File: config.mk
export PLATFORM = sky130hd
export DESIGN_NAME = sfq_flash_seq
export DESIGN_NICKNAME = d
export VERILOG_FILES = /design/src/verilog/sfq_pkg.sv /design/src/verilog/sfq_flash_seq.sv
export VERILOG_INCLUDE_DIRS = /design/src /design/src/verilog
export SDC_FILE = /design/constraint.sdc
export NUM_CORES = 2
export LEC_CHECK = 0
export BUFFER_PORTS_ARGS = -buffer_cell sky130_fd_sc_hd__clkbuf_2
export CORE_ASPECT_RATIO = 0.5
export CORE_MARGIN = 2
export CORE_UTILIZATION = 27
export DETAILED_ROUTE_END_ITERATION = 7
export SLEW_MARGIN = 10
export SYNTH_ARGS = -nofsm -noshare
export SYNTH_HDL_FRONTEND = slang
export SYNTH_SLANG_ARGS = --single-unit
export TNS_END_PERCENT = 5
File: constraint.sdc
create_clock -name ref_clk -period 11.89 [get_ports ref_clk]
set_clock_uncertainty 0.05 [all_clocks]
set_input_delay 2.378 -clock ref_clk [delete_from_list [all_inputs] [get_ports ref_clk]]
set_output_delay 2.378 -clock ref_clk [all_outputs]
set_load 0.005 [all_outputs]
File: src/verilog/sfq_consts.svh
// Purpose: Constants of the quad read, program and erase sequencer.
// Assumes: Included by its bare name wherever the values are needed.
// Notes: Times are in microseconds and the clock rate in MHz.
`ifndef SFQ_CONSTS_SVH
`define SFQ_CONSTS_SVH
// Opcodes taken on the serial lines
`define SFQ_OP_QREAD 8'heb
`define SFQ_OP_PROG 8'h02
`define SFQ_OP_SECT 8'h20
`define SFQ_OP_BLOCK 8'hd8
`define SFQ_OP_WEN 8'h06
// Phase lengths, in bits or serial clocks
`define SFQ_BYTE_BITS 6'h08
`define SFQ_ADDR3_BITS 6'h18
`define SFQ_ADDR4_BITS 6'h20
`define SFQ_MODE_CLKS 6'h02
`define SFQ_DUMMY_CLKS 6'h04
`define SFQ_QREAD_WAIT 4'h6
// Region sizes as address bit counts
`define SFQ_PAGE_BITS 8
`define SFQ_SECT_BITS 12
`define SFQ_BLOCK_BITS 16
// Self-timed cycle lengths
`define SFQ_CLK_MHZ 250
`define SFQ_PROG_TIME_US 800
`define SFQ_SECT_TIME_US 50000
`define SFQ_BLK_TIME_US 400000
// Reset values
`define SFQ_PIN_RST 6'h02
`define SFQ_OE_OFF 4'hf
`endif

File: src/verilog/sfq_pkg.sv
// Purpose: Types shared by the quad read, program and erase sequencer.
// Assumes: Used with full package names, never imported.
// Notes: Addresses are carried at 32 bits; unused top bits stay zero.
package sfq_pkg;
   // Serial protocol phases
   typedef enum {S_IDLE, S_OPC, S_ADDR, S_MODE, S_DUMMY, S_DATA, S_PDAT, S_EWAIT, S_WEN, S_IGN} sfqProto_t;
   // Self-timed cycle phases
   typedef enum {B_IDLE, B_DRAIN, B_WAIT} sfqBusy_t;
   // One byte to be programmed into the array
   typedef struct packed {
      logic [31:0] addr;
      logic [7:0] data;
   } sfqProgWord_t;
   // One erase request to the array
   typedef struct packed {
      logic [31:0] base;
      logic block;
   } sfqErase_t;
endpackage

File: src/verilog/sfq_flash_seq.sv
// Purpose: Quad read, page program, sector and block erase front end of a serial NOR flash.
// Assumes: ref_clk runs at least eight times the serial clock; memRdData follows memRdAddr next cycle.
// Notes: All pins pass a two-flop synchroniser, so answers lag the pin edges by a few ref_clk cycles.
`timescale 1ns/100ps
`include "sfq_consts.svh"

module sfq_fifo #(
   parameter int WIDTH = 41,
   parameter int DEPTH = 8
) (
   input wire logic clk,
   input wire logic rst,
   input wire logic inValid,
   output logic inReady,
   input wire logic [WIDTH-1:0] inData,
   output logic outValid,
   input wire logic outReady,
   output logic [WIDTH-1:0] outData
);
   localparam int AW = $clog2(DEPTH);
   if (DEPTH < 2 || (1 << AW) != DEPTH) begin : g_chk
      $error("fifo depth must be a power of two");
   end
   logic [WIDTH-1:0] mem [DEPTH];  // Storage, no reset needed
   logic [AW:0] wrPtr_q;  // Extra bit tells full from empty
   logic [AW:0] rdPtr_q;

   assign inReady = (wrPtr_q - rdPtr_q) != (AW + 1)'(DEPTH);
   assign outValid = wrPtr_q != rdPtr_q;
   assign outData = mem[rdPtr_q[AW-1:0]];

   // Entry write
   always_ff @(posedge clk) begin
      if (inValid && inReady) begin
         mem[wrPtr_q[AW-1:0]] <= inData;
      end
   end

   // Pointers
   always_ff @(posedge clk) begin
      if (rst) begin
         wrPtr_q <= '0;
         rdPtr_q <= '0;
      end else begin
         if (inValid && inReady) begin
            wrPtr_q <= wrPtr_q + 1'b1;
         end
         if (outValid && outReady) begin
            rdPtr_q <= rdPtr_q + 1'b1;
         end
      end
   end
endmodule

module sfq_flash_seq #(
   parameter int ADDR_W = 25,
   parameter int FIFO_DEPTH = 8,
   parameter int PROG_CYC = `SFQ_PROG_TIME_US * `SFQ_CLK_MHZ,
   parameter int SECT_CYC = `SFQ_SECT_TIME_US * `SFQ_CLK_MHZ,
   parameter int BLK_CYC = `SFQ_BLK_TIME_US * `SFQ_CLK_MHZ
) (
   input wire logic ref_clk,
   input wire logic sys_rst,
   input wire logic sclkPin,
   input wire logic csPin_n,
   input wire logic [3:0] ioLineIn,
   output logic [3:0] ioLineOut,
   output logic [3:0] ioLineOe_n,
   input wire logic fourByteMode,
   input wire logic quadCommandMode,
   input wire logic [3:0] blockProtectBits,
   output logic writeEnableLatch,
   output logic writeInProgressFlag,
   output logic executeInPlace,
   output logic [31:0] memRdAddr,
   input wire logic [7:0] memRdData,
   output logic memWrValid,
   input wire logic memWrReady,
   output sfq_pkg::sfqProgWord_t memWr,
   output logic eraseStrobe,
   output sfq_pkg::sfqErase_t eraseReq
);
   if (ADDR_W < 17 || ADDR_W > 32 || BLK_CYC >= (1 << 27) || PROG_CYC < 1) begin : g_chk
      $error("sequencer parameters out of range");
   end
   localparam logic [31:0] ADDR_MASK = 32'((64'h1 << ADDR_W) - 64'h1);

   logic [5:0] pinS1_q;  // First sync stage, read only by pinS2_q
   logic [5:0] pinS2_q;  // {io[3:0], csN, sclk}
   logic sclkS3_q;
   logic csS3_q;
   logic sclkRise, sclkFall, csLow, csFall, csRise;
   logic [3:0] io;
   sfq_pkg::sfqProto_t state_q;
   sfq_pkg::sfqBusy_t busySt_q;
   logic [5:0] cnt_q;  // Clocks within the current phase
   logic [5:0] cntNext, phaseClks, bits;
   logic [31:0] sh_q;  // Input shifter
   logic [31:0] shNext, addrVal;
   logic [7:0] opc_q;
   logic [31:0] cmdAddr_q;  // Address of program or erase
   logic rdCmd_q;  // Transfer is a quad read
   logic wide, phaseEnd, addrDone, pbWr;
   logic [7:0] modeByte_q;
   logic modeSeen_q;
   logic modeInv;
   logic contMode_q;  // Continuous read: next select skips the opcode
   logic weLatch_q, busy_q;
   logic [31:0] rdAddr_q;
   logic nibHi_q;  // Next falling edge drives the high nibble
   logic [3:0] ioOut_q, ioOeN_q;
   logic [7:0] pageBuf [256];  // Latched program data
   logic [255:0] pbMask_q;  // Bytes of the page that were sent
   logic [7:0] pbOff_q;
   logic pbAny_q;
   logic [7:0] scanIdx_q;
   logic [26:0] timer_q;
   logic protHit, startProg, startErase, drainPush, fifoInReady;
   logic eraseStrobe_q;
   sfq_pkg::sfqErase_t eraseReq_q;
   sfq_pkg::sfqProgWord_t drainWord;

   // Region guard: bp=n protects the top 2^(n-1) blocks
   function automatic logic isProt(input logic [31:0] a, input logic [3:0] bp);
      logic [31:0] top;
      top = 32'h1 << (ADDR_W - `SFQ_BLOCK_BITS);
      return (bp != 4'h0) && ((a >> `SFQ_BLOCK_BITS) + (32'h1 << (bp - 4'h1)) >= top);
   endfunction

   // Pin synchroniser and edge detectors
   always_ff @(posedge ref_clk) begin
      if (sys_rst) begin
         pinS1_q <= `SFQ_PIN_RST;
         pinS2_q <= `SFQ_PIN_RST;
         sclkS3_q <= 1'b0;
         csS3_q <= 1'b1;
      end else begin
         pinS1_q <= {ioLineIn, csPin_n, sclkPin};
         pinS2_q <= pinS1_q;
         sclkS3_q <= pinS2_q[0];
         csS3_q <= pinS2_q[1];
      end
   end
   assign sclkRise = pinS2_q[0] && !sclkS3_q;
   assign sclkFall = !pinS2_q[0] && sclkS3_q;
   assign csLow = !pinS2_q[1];
   assign csFall = !pinS2_q[1] && csS3_q;
   assign csRise = pinS2_q[1] && !csS3_q;
   assign io = pinS2_q[5:2];

   // Phase length and shifter next value
   always_comb begin
      wide = rdCmd_q || quadCommandMode;
      bits = `SFQ_BYTE_BITS;
      if (state_q == sfq_pkg::S_ADDR) begin
         bits = fourByteMode ? `SFQ_ADDR4_BITS : `SFQ_ADDR3_BITS;
      end
      phaseClks = wide ? {2'h0, bits[5:2]} : bits;
      cntNext = cnt_q + 6'h01;
      phaseEnd = cntNext == phaseClks;
      shNext = wide ? {sh_q[27:0], io} : {sh_q[30:0], io[0]};
      addrVal = (fourByteMode ? shNext : {8'h00, shNext[23:0]}) & ADDR_MASK;
   end
   assign addrDone = sclkRise && csLow && state_q == sfq_pkg::S_ADDR && phaseEnd;
   assign pbWr = sclkRise && csLow && state_q == sfq_pkg::S_PDAT && phaseEnd;
   assign modeInv = modeByte_q[7:4] == ~modeByte_q[3:0];

   // Serial protocol state
   always_ff @(posedge ref_clk) begin
      if (sys_rst) begin
         state_q <= sfq_pkg::S_IDLE;
         cnt_q <= 6'h00;
         sh_q <= 32'h0;
         opc_q <= 8'h00;
         cmdAddr_q <= 32'h0;
         rdCmd_q <= 1'b0;
         modeByte_q <= 8'h00;
         modeSeen_q <= 1'b0;
         contMode_q <= 1'b0;
      end else if (csFall) begin
         cnt_q <= 6'h00;
         rdCmd_q <= contMode_q;
         modeSeen_q <= 1'b0;
         if (!contMode_q) begin
            state_q <= sfq_pkg::S_OPC;
         end else if (busy_q) begin
            state_q <= sfq_pkg::S_IGN;
         end else begin
            // Continuous mode starts straight at the address
            opc_q <= `SFQ_OP_QREAD;
            state_q <= sfq_pkg::S_ADDR;
         end
      end else if (!csLow) begin
         state_q <= sfq_pkg::S_IDLE;
         // Only a completed mode byte may change the continuous mode
         if (csRise && rdCmd_q && modeSeen_q) begin
            contMode_q <= modeInv;
         end
      end else if (sclkRise) begin
         sh_q <= shNext;
         cnt_q <= cntNext;
         case (state_q)
            sfq_pkg::S_OPC: begin
               if (phaseEnd) begin
                  cnt_q <= 6'h00;
                  opc_q <= shNext[7:0];
                  case (shNext[7:0])
                     `SFQ_OP_QREAD: begin
                        rdCmd_q <= 1'b1;
                        state_q <= busy_q ? sfq_pkg::S_IGN : sfq_pkg::S_ADDR;
                     end
                     `SFQ_OP_WEN: begin
                        state_q <= sfq_pkg::S_WEN;
                     end
                     `SFQ_OP_PROG, `SFQ_OP_SECT, `SFQ_OP_BLOCK: begin
                        // Latch must be set and no cycle running
                        state_q <= (weLatch_q && !busy_q) ? sfq_pkg::S_ADDR : sfq_pkg::S_IGN;
                     end
                     default: begin
                        state_q <= sfq_pkg::S_IGN;
                     end
                  endcase
               end
            end
            sfq_pkg::S_ADDR: begin
               if (phaseEnd) begin
                  cnt_q <= 6'h00;
                  cmdAddr_q <= addrVal;
                  if (rdCmd_q) begin
                     state_q <= sfq_pkg::S_MODE;
                  end else if (opc_q == `SFQ_OP_PROG) begin
                     state_q <= sfq_pkg::S_PDAT;
                  end else begin
                     state_q <= sfq_pkg::S_EWAIT;
                  end
               end
            end
            sfq_pkg::S_MODE: begin
               if (cntNext == `SFQ_MODE_CLKS) begin
                  cnt_q <= 6'h00;
                  modeByte_q <= shNext[7:0];
                  modeSeen_q <= 1'b1;
                  state_q <= sfq_pkg::S_DUMMY;
               end
            end
            sfq_pkg::S_DUMMY: begin
               if (cntNext == `SFQ_DUMMY_CLKS) begin
                  cnt_q <= 6'h00;
                  state_q <= sfq_pkg::S_DATA;
               end
            end
            sfq_pkg::S_PDAT: begin
               if (phaseEnd) begin
                  cnt_q <= 6'h00;
               end
            end
            sfq_pkg::S_EWAIT, sfq_pkg::S_WEN: begin
               // Any extra clock spoils an erase or latch set
               state_q <= sfq_pkg::S_IGN;
            end
            default: begin
               state_q <= state_q;
            end
         endcase
      end
   end

   // Read data driver; lines released as soon as select rises
   always_ff @(posedge ref_clk) begin
      if (sys_rst) begin
         ioOut_q <= 4'h0;
         ioOeN_q <= `SFQ_OE_OFF;
         nibHi_q <= 1'b1;
         rdAddr_q <= 32'h0;
      end else begin
         if (addrDone && rdCmd_q) begin
            rdAddr_q <= addrVal;
         end
         if (!csLow || state_q != sfq_pkg::S_DATA) begin
            ioOeN_q <= `SFQ_OE_OFF;
            nibHi_q <= 1'b1;
         end else if (sclkFall) begin
            ioOeN_q <= 4'h0;
            ioOut_q <= nibHi_q ? memRdData[7:4] : memRdData[3:0];
            nibHi_q <= !nibHi_q;
            if (!nibHi_q) begin
               rdAddr_q <= (rdAddr_q + 32'h1) & ADDR_MASK;
            end
         end
      end
   end

   // Page buffer data; the offset wraps inside the page
   always_ff @(posedge ref_clk) begin
      if (pbWr) begin
         pageBuf[pbOff_q] <= shNext[7:0];
      end
   end

   // Page buffer bookkeeping
   always_ff @(posedge ref_clk) begin
      if (sys_rst) begin
         pbMask_q <= '0;
         pbOff_q <= 8'h00;
         pbAny_q <= 1'b0;
      end else if (addrDone && !rdCmd_q && opc_q == `SFQ_OP_PROG) begin
         pbMask_q <= '0;
         pbOff_q <= addrVal[7:0];
         pbAny_q <= 1'b0;
      end else if (pbWr) begin
         // Later bytes overwrite earlier ones, unsent bytes stay unmasked
         pbMask_q[pbOff_q] <= 1'b1;
         pbOff_q <= pbOff_q + 8'h01;
         pbAny_q <= 1'b1;
      end
   end

   assign protHit = isProt(cmdAddr_q, blockProtectBits);
   assign startProg = csRise && state_q == sfq_pkg::S_PDAT && cnt_q == 6'h00 && pbAny_q && !protHit;
   assign startErase = csRise && state_q == sfq_pkg::S_EWAIT && !protHit;
   assign drainPush = busySt_q == sfq_pkg::B_DRAIN && pbMask_q[scanIdx_q];
   assign drainWord.addr = {cmdAddr_q[31:`SFQ_PAGE_BITS], scanIdx_q};
   assign drainWord.data = pageBuf[scanIdx_q];

   // Self-timed cycle, latch and busy flag
   always_ff @(posedge ref_clk) begin
      if (sys_rst) begin
         busySt_q <= sfq_pkg::B_IDLE;
         weLatch_q <= 1'b0;
         busy_q <= 1'b0;
         scanIdx_q <= 8'h00;
         timer_q <= 27'h0;
         eraseStrobe_q <= 1'b0;
         eraseReq_q <= '0;
      end else begin
         eraseStrobe_q <= 1'b0;
         case (busySt_q)
            sfq_pkg::B_IDLE: begin
               if (startProg) begin
                  busy_q <= 1'b1;
                  weLatch_q <= 1'b0;
                  scanIdx_q <= 8'h00;
                  timer_q <= 27'(PROG_CYC);
                  busySt_q <= sfq_pkg::B_DRAIN;
               end else if (startErase) begin
                  busy_q <= 1'b1;
                  weLatch_q <= 1'b0;
                  eraseStrobe_q <= 1'b1;
                  if (opc_q == `SFQ_OP_BLOCK) begin
                     eraseReq_q.base <= (cmdAddr_q >> `SFQ_BLOCK_BITS) << `SFQ_BLOCK_BITS;
                     eraseReq_q.block <= 1'b1;
                     timer_q <= 27'(BLK_CYC);
                  end else begin
                     eraseReq_q.base <= (cmdAddr_q >> `SFQ_SECT_BITS) << `SFQ_SECT_BITS;
                     eraseReq_q.block <= 1'b0;
                     timer_q <= 27'(SECT_CYC);
                  end
                  busySt_q <= sfq_pkg::B_WAIT;
               end else if (csRise && state_q == sfq_pkg::S_WEN) begin
                  weLatch_q <= 1'b1;
               end
            end
            sfq_pkg::B_DRAIN: begin
               // Stalls while the array back-pressures the FIFO
               if (!drainPush || fifoInReady) begin
                  scanIdx_q <= scanIdx_q + 8'h01;
                  if (scanIdx_q == 8'hff) begin
                     busySt_q <= sfq_pkg::B_WAIT;
                  end
               end
            end
            sfq_pkg::B_WAIT: begin
               if (timer_q != 27'h0) begin
                  timer_q <= timer_q - 27'h1;
               end else if (!memWrValid) begin
                  busy_q <= 1'b0;
                  busySt_q <= sfq_pkg::B_IDLE;
               end
            end
            default: begin
               busySt_q <= sfq_pkg::B_IDLE;
            end
         endcase
      end
   end

   sfq_fifo #(.WIDTH($bits(sfq_pkg::sfqProgWord_t)), .DEPTH(FIFO_DEPTH)) u_fifo (
      .clk(ref_clk),
      .rst(sys_rst),
      .inValid(drainPush),
      .inReady(fifoInReady),
      .inData(drainWord),
      .outValid(memWrValid),
      .outReady(memWrReady),
      .outData(memWr)
   );

   assign ioLineOut = ioOut_q;
   assign ioLineOe_n = ioOeN_q;
   assign writeEnableLatch = weLatch_q;
   assign writeInProgressFlag = busy_q;
   assign executeInPlace = contMode_q;
   assign memRdAddr = rdAddr_q;
   assign eraseStrobe = eraseStrobe_q;
   assign eraseReq = eraseReq_q;

   // Serial clocks from address end to first data state
   logic [3:0] waitClks_q;
   always_ff @(posedge ref_clk) begin
      if (sys_rst || addrDone) begin
         waitClks_q <= 4'h0;
      end else if (sclkRise && csLow && (state_q == sfq_pkg::S_MODE || state_q == sfq_pkg::S_DUMMY)) begin
         waitClks_q <= waitClks_q + 4'h1;
      end
   end
endmodule

# After elaboration in Yosys (flattened, before gate mapping)
# Memory sizes are Yosys's and may differ from the RTL's. A register that Yosys moved wholly into a read port is not among the register bits.
# Cells that the tools add are included.
# Widths: inputs -> output; s select.
# totals
memories,2
reg_bits,530
out_inout_bits,118
ram_bits,2312
# mem_list
memory,words,width,read_ports,rd_clocked_by_memory_dff,write_ports,line,text
pageBuf,256,8,1,1,1,sfq_flash_seq.sv:112,logic [7:0] pageBuf [256];
u_fifo.mem,8,33,1,1,1,sfq_flash_seq.sv:24,logic [WIDTH-1:0] mem [DEPTH];
# op_classes
magnitude_cmp,4
mux,80
n_reduce_logical,76
n_eq_ne,43
add_sub_neg,10
shifts,1
bitwise,7
# ops
op,n
$mux 32,17
$or 256x256->256,1
$pmux 32 s3,2
$pmux 32 s5,1
$eq 32x2->1 const B,4
$eq 32x3->1 const B,4
$mux 27,4
$mux 8,13
$eq 32x4->1 const B,3
$eq 32x1->1 const B,2
$pmux 27 s2,1
$mux 25,2
$mux 6,6
$add 9x32->32,1
$eq 32x5->1 const B,1
$eq 8x8->1 const B,4
$ge 32x10->1 const B,1
$logic_not 32->1,1
$ne 32x4->1 const B,1
$shl 1x4->32 const A,1
$logic_and 1x1->1,27
$reduce_bool 27->1,1
$sub 27x1->27 const B,1
$add 25x1->25 const B,1
44 further kinds,121

# Logic depth before layout (Yosys ltp)
# logic_depth
depth_word,11
ltp_mapped,14
ltp_nobuf,12

# By module
# From an unflattened synthesis, not the netlist that was laid out.
# unflattened
cells_unflattened,5933
area_unflattened_um2,111557.0
# by_module_without_submodules
mod,area_each_um2,cells_per_inst,n_inst
sfq_flash_seq,98912.4,5394,1
sfq_fifo,12644.6,539,1

# Worst setup path after synthesis
# OpenSTA, ideal clock, no wires.
# synth_path
kind,input to register
startpoint,input port quadCommandMode
endpoint,register state_q[3]
setup_ns,0.116
slack_ns,4.153
arrival_time_ns,7.570
path_stages,10
cell_sequence,nor2_1 -> buf_1 -> mux2i_1 -> inv_1 -> nand4_1 -> o21bai_1 -> o211ai_1 -> a211oi_1 -> o31ai_1 -> a31o_2
# synth_between
elab_chain_cells,10
elab_cells_between_ends,19
# synth_lines
element,line,text
"start, declared",sfq_flash_seq.sv:70,"input wire logic quadCommandMode,"
$logic_or 1x1->1 *,sfq_flash_seq.sv:153,wide = rdCmd_q || quadCommandMode;
$mux 25,sfq_flash_seq.sv:161,"shNext = wide ? {sh_q[27:0], io} : {sh_q[30:0], io[0]};"
$eq 8x2->1 (tied with other cells),sfq_flash_seq.sv:207,case (shNext[7:0])
$reduce_or 3->1,sfq_flash_seq.sv:207,
$pmux 32 s3,sfq_flash_seq.sv:207,
$mux 32,sfq_flash_seq.sv:204,if (phaseEnd) begin
$pmux 32 s5,sfq_flash_seq.sv:202,case (state_q)
$mux 32,sfq_flash_seq.sv:199,end else if (sclkRise) begin
$mux 32,sfq_flash_seq.sv:193,end else if (!csLow) begin
$mux 32,sfq_flash_seq.sv:180,end else if (csFall) begin
"end signal, assigned",sfq_flash_seq.sv:185,state_q <= sfq_pkg::S_OPC;
"end signal, assigned",sfq_flash_seq.sv:191,state_q <= sfq_pkg::S_ADDR;
"end signal, assigned",sfq_flash_seq.sv:194,state_q <= sfq_pkg::S_IDLE;
"end, declared",sfq_flash_seq.sv:94,sfq_pkg::sfqProto_t state_q;
# Mark *: on every way between the ends. The rest lies on a longest branch, timed or not. The select of a mux whose other input is x is not followed.
# A chain may end at the register's enable or synchronous reset.

# Worst setup path in the final report
# layout_path
startpoint,input port quadCommandMode
endpoint,"memory pageBuf[154][7], enable pin"
# layout_between
elab_chain_cells,6
# layout_lines
element,line,text
$logic_or 1x1->1,sfq_flash_seq.sv:153,
$mux 6,sfq_flash_seq.sv:158,"phaseClks = wide ? {2'h0, bits[5:2]} : bits;"
$eq 6x6->1,sfq_flash_seq.sv:160,phaseEnd = cntNext == phaseClks;
$logic_and 1x1->1,sfq_flash_seq.sv:165,assign pbWr = sclkRise && csLow && state_q == sfq_pkg::S_PDAT && phaseEnd;
$mux 1,sfq_flash_seq.sv:295,if (pbWr) begin
$mux 1 (implied by the code),sfq_flash_seq.sv:296,pageBuf[pbOff_q] <= shNext[7:0];
"end, declared",sfq_flash_seq.sv:112,
# No other way between the ends.

==> results_dict.tcl <==
set metrics [dict create \
    synthArstFlopShare 0 \
    fmax_mhz 160 \
    p_comb_frac 0.005 \
    yosys.cell_types.count 80 \
    layout-drive-gt1-share 0.253 \
    cp.required_ns 12.34 \
    switching_share 0.197 \
    ant_nets 0 \
    post_drt_wl_per_cell_um 25.2 \
    synth_seq_cells 2772 \
    setup.worst_path.start_class "input pin" \
    p_int_mw 15.6 \
    synthesis.area_um2 108000 \
    dp_hpwl_mm 177 \
    cts_resized 0 \
    overflow 0 \
    synthXorXnorAreaFrac 0.00223 \
    core_area_um2 400000 \
    relSlewSlack 0.258 \
    via_per_inst 4.91 \
    cts_root_buffer "clkbuf_16" \
    period_needed_ns 6.25 \
    slowest_delay_ns 0.90 \
    seqPwrFrac 0.535 \
    synth_compound_area_frac 0.0393 \
    grt_pass1_wl_mm 410 \
    cts_tree "yes" \
    post-place-ws_ns 4.61 \
    drt-initial-drc-count 5973 \
    synth-main-ff-cell "edfxtp_1" \
    mostFrequentLayoutCell "edfxtp_1" \
    synth_fa_ha_area_frac 0.00295 \
    cts_buffers 287 \
    cp_max_fo 27 \
    portBuffers 114 \
    worst_slack_ns 5.64 \
    worstPathCellList "clkbuf_2 > or2_2 > xnor3_1 > nor3_1 > nor3_1 > a2111oi_4 > buf_4 > nand4_1 > buf_4 > nor2_1" \
    grt_usage 0.136 \
    antenna_found_initial 16 \
    clockPowerShare 0.460 \
    areaGrowthSynthToFinish_pct 15.0 \
    ioPinCount 141 \
    synth.area.mux_share 0.176 \
    die_area_um2 407000 \
    crit_arrival_ns 6.70 \
    dp_cells 10800 \
    syn_area_per_cell_um2 19.2 \
    p_leak_nw 37.5 \
    slowest_stage "nand4_1" \
    grt_pass1_vias 55100 \
    switchingPower_mw 3.83 \
    synthCells 5633 \
    drt_pre_antenna_iters 6 \
    yosys.area_share.simple 0.0383 \
    cts_sinks 2772 \
    ir_worst_vdd_mv 0.102 \
    finalWirelength_mm 286 \
    hold_buffers 0 \
    layout_common_cells "edfxtp_1 (2,312), mux4_2 (792), dfxtp_1 (447)" \
    setup_viol 0 \
    rows 164 \
    synth_top_family_by_area "multiplexers" \
    grt_setup_unrepaired "false" \
    die_w_um 900 \
    cts_setup_buffers 0 \
    yosys_warnings 0 \
    cp-end-kind "flip-flop" \
    max-cap-violations 0 \
    final_max_slew_viol_count 0 \
    fin_setup_tns_ns 0 \
    h-tree-depth 5 \
    die_y_um 452 \
    fin_util 0.312 \
    final_nets 5858 \
    cts_buffer_depth 4 \
    place.gp.congestion 0.834 \
    holdWs_ns 0.405 \
    hold_class "reg -> reg" \
    worst_pin_slew_ns 1.11 \
    ys_seq_area_frac 0.725 \
    post-route-period-util 0.526 \
    path_delay_family "simple AND/OR/NAND/NOR gates" \
    drc 0 \
    start_util 0.271 \
    critical_path_class "in -> reg" \
    path_clk_slew_ns 0.06 \
    hold_viol 0 \
    run_status "complete, no violations" \
    dr_total_vias 55700 \
    grt_max_degree 168 \
    crit_buf_inv 3 \
    synth_edf_count 2312 \
    p_per_area_nw_per_um2 156 \
    stdcell_count 11400 \
    clk_latency_ns 0.88 \
]
-- power by group through the flow --
stage | Sequential [mW] | Clock [mW] | Combinational [mW]
floorplan | 10.6 | 0 | 0.0613
global placement | 10.6 | 0 | 0.105
detailed placement | 10.6 | 0 | 0.107
CTS | 10.4 | 9.08 | 0.107
global route | 10.4 | 9.44 | 0.114
finish | 10.4 | 8.95 | 0.106
-- cells in the mapped netlist, drive strengths merged, types with 25 or more instances --
cell type	instances	area [µm²]
nand3	53	265
buf	153	753
mux2i	76	761
dfxtp	460	9210
mux2	47	529
nor2b	33	206
nor2	424	1590
o21ai	56	280
o21a	259	1940
a21oi	101	505
a31oi	29	181
mux4	792	17800
nand4	46	338
edfxtp	2312	69400
inv	39	146
nand2	123	462
a211oi	58	435
nor3	64	325
and3	25	156
clkbuf	208	782
-- through the flow --
stage	instance area, µm²	power, mW
2_1_floorplan	109000	10.7
3_3_place_gp	115000	10.7
3_5_place_dp	115000	10.7
4_1_cts	125000	19.6
5_1_grt	125000	20.0
6_report	125000	19.5
-- per-layer routing --
layer | vias to the layer above | part of all wire | wire (µm) | GRT usage
li1 | 23300 | - | - | -
met1 | 29800 | 0.43 | 122000 | 0.190
met2 | 2199 | 0.47 | 135000 | 0.219
met3 | 409 | 0.077 | 21900 | 0.0256
met4 | 6 | 0.026 | 7450 | 0.0364
met5 | - | 0.00013 | 38 | 0
-- sequential cells by signal (all words and copies together) (netlist names), 14 cells and up, named ones only --
register / cells
pageBuf: 2048
u_fifo.mem: 264
pbMask_q: 256
memRdAddr: 32
timer_q: 27
sh_q: 24
cmdAddr_q: 17
eraseReq: 14
-- worst reg2reg max path, stage by stage (launching register included) --
cell and delay (ns):
dfxtp_4 0.87, buf_4 0.70, buf_4 0.69, mux2_2 0.48
a221oi_1 0.32, a31o_2 0.23, nor2_1 0.11, nor4b_2 0.93
o32a_1 0.44, nand2b_1 0.41, nor2_4 0.23, buf_4 0.30
-- logic make-up (layout without fill, tap and decap cells) --
kind of cell | count (synthesis) | count (layout)
AO/OA/AOI/OAI | 610 | 610
XOR/XNOR | 26 | 26
adder cells (fa/ha/maj) | 25 | 25
buffers and inverters | 401 | 779
flip-flops | 2772 | 2772
multiplexers | 915 | 915
other | 1 | 36
AND/OR/NAND/NOR | 883 | 883
-- worst paths after layout --
| kind | from | to | slack, ns | cells past startpoint |
|---|---|---|---|---|
| min reg2reg | pinS1_q[2] | pinS2_q[2] | 0.40 | 1 |
| max | quadCommandMode | pageBuf[154][7] | 5.64 | 10 |
| max reg2reg | scanIdx_q[0] | u_fifo.mem[2][14] | 5.84 | 11 |
| min | pinS1_q[2] | pinS2_q[2] | 0.40 | 1 |
-- layout make-up --
class                   count  area (µm²)
diodes                     10        25.0
clock buffers             379        7820
clock inverters           136        1420
fillers                 38200      275000
inverters                  40         195
multi-input cells        2485       28400
flip-flops and latches   2772       78700
well taps                5312        6650
repair buffers            224        1520
No activity file was read; power rests on OpenSTA's default activity.
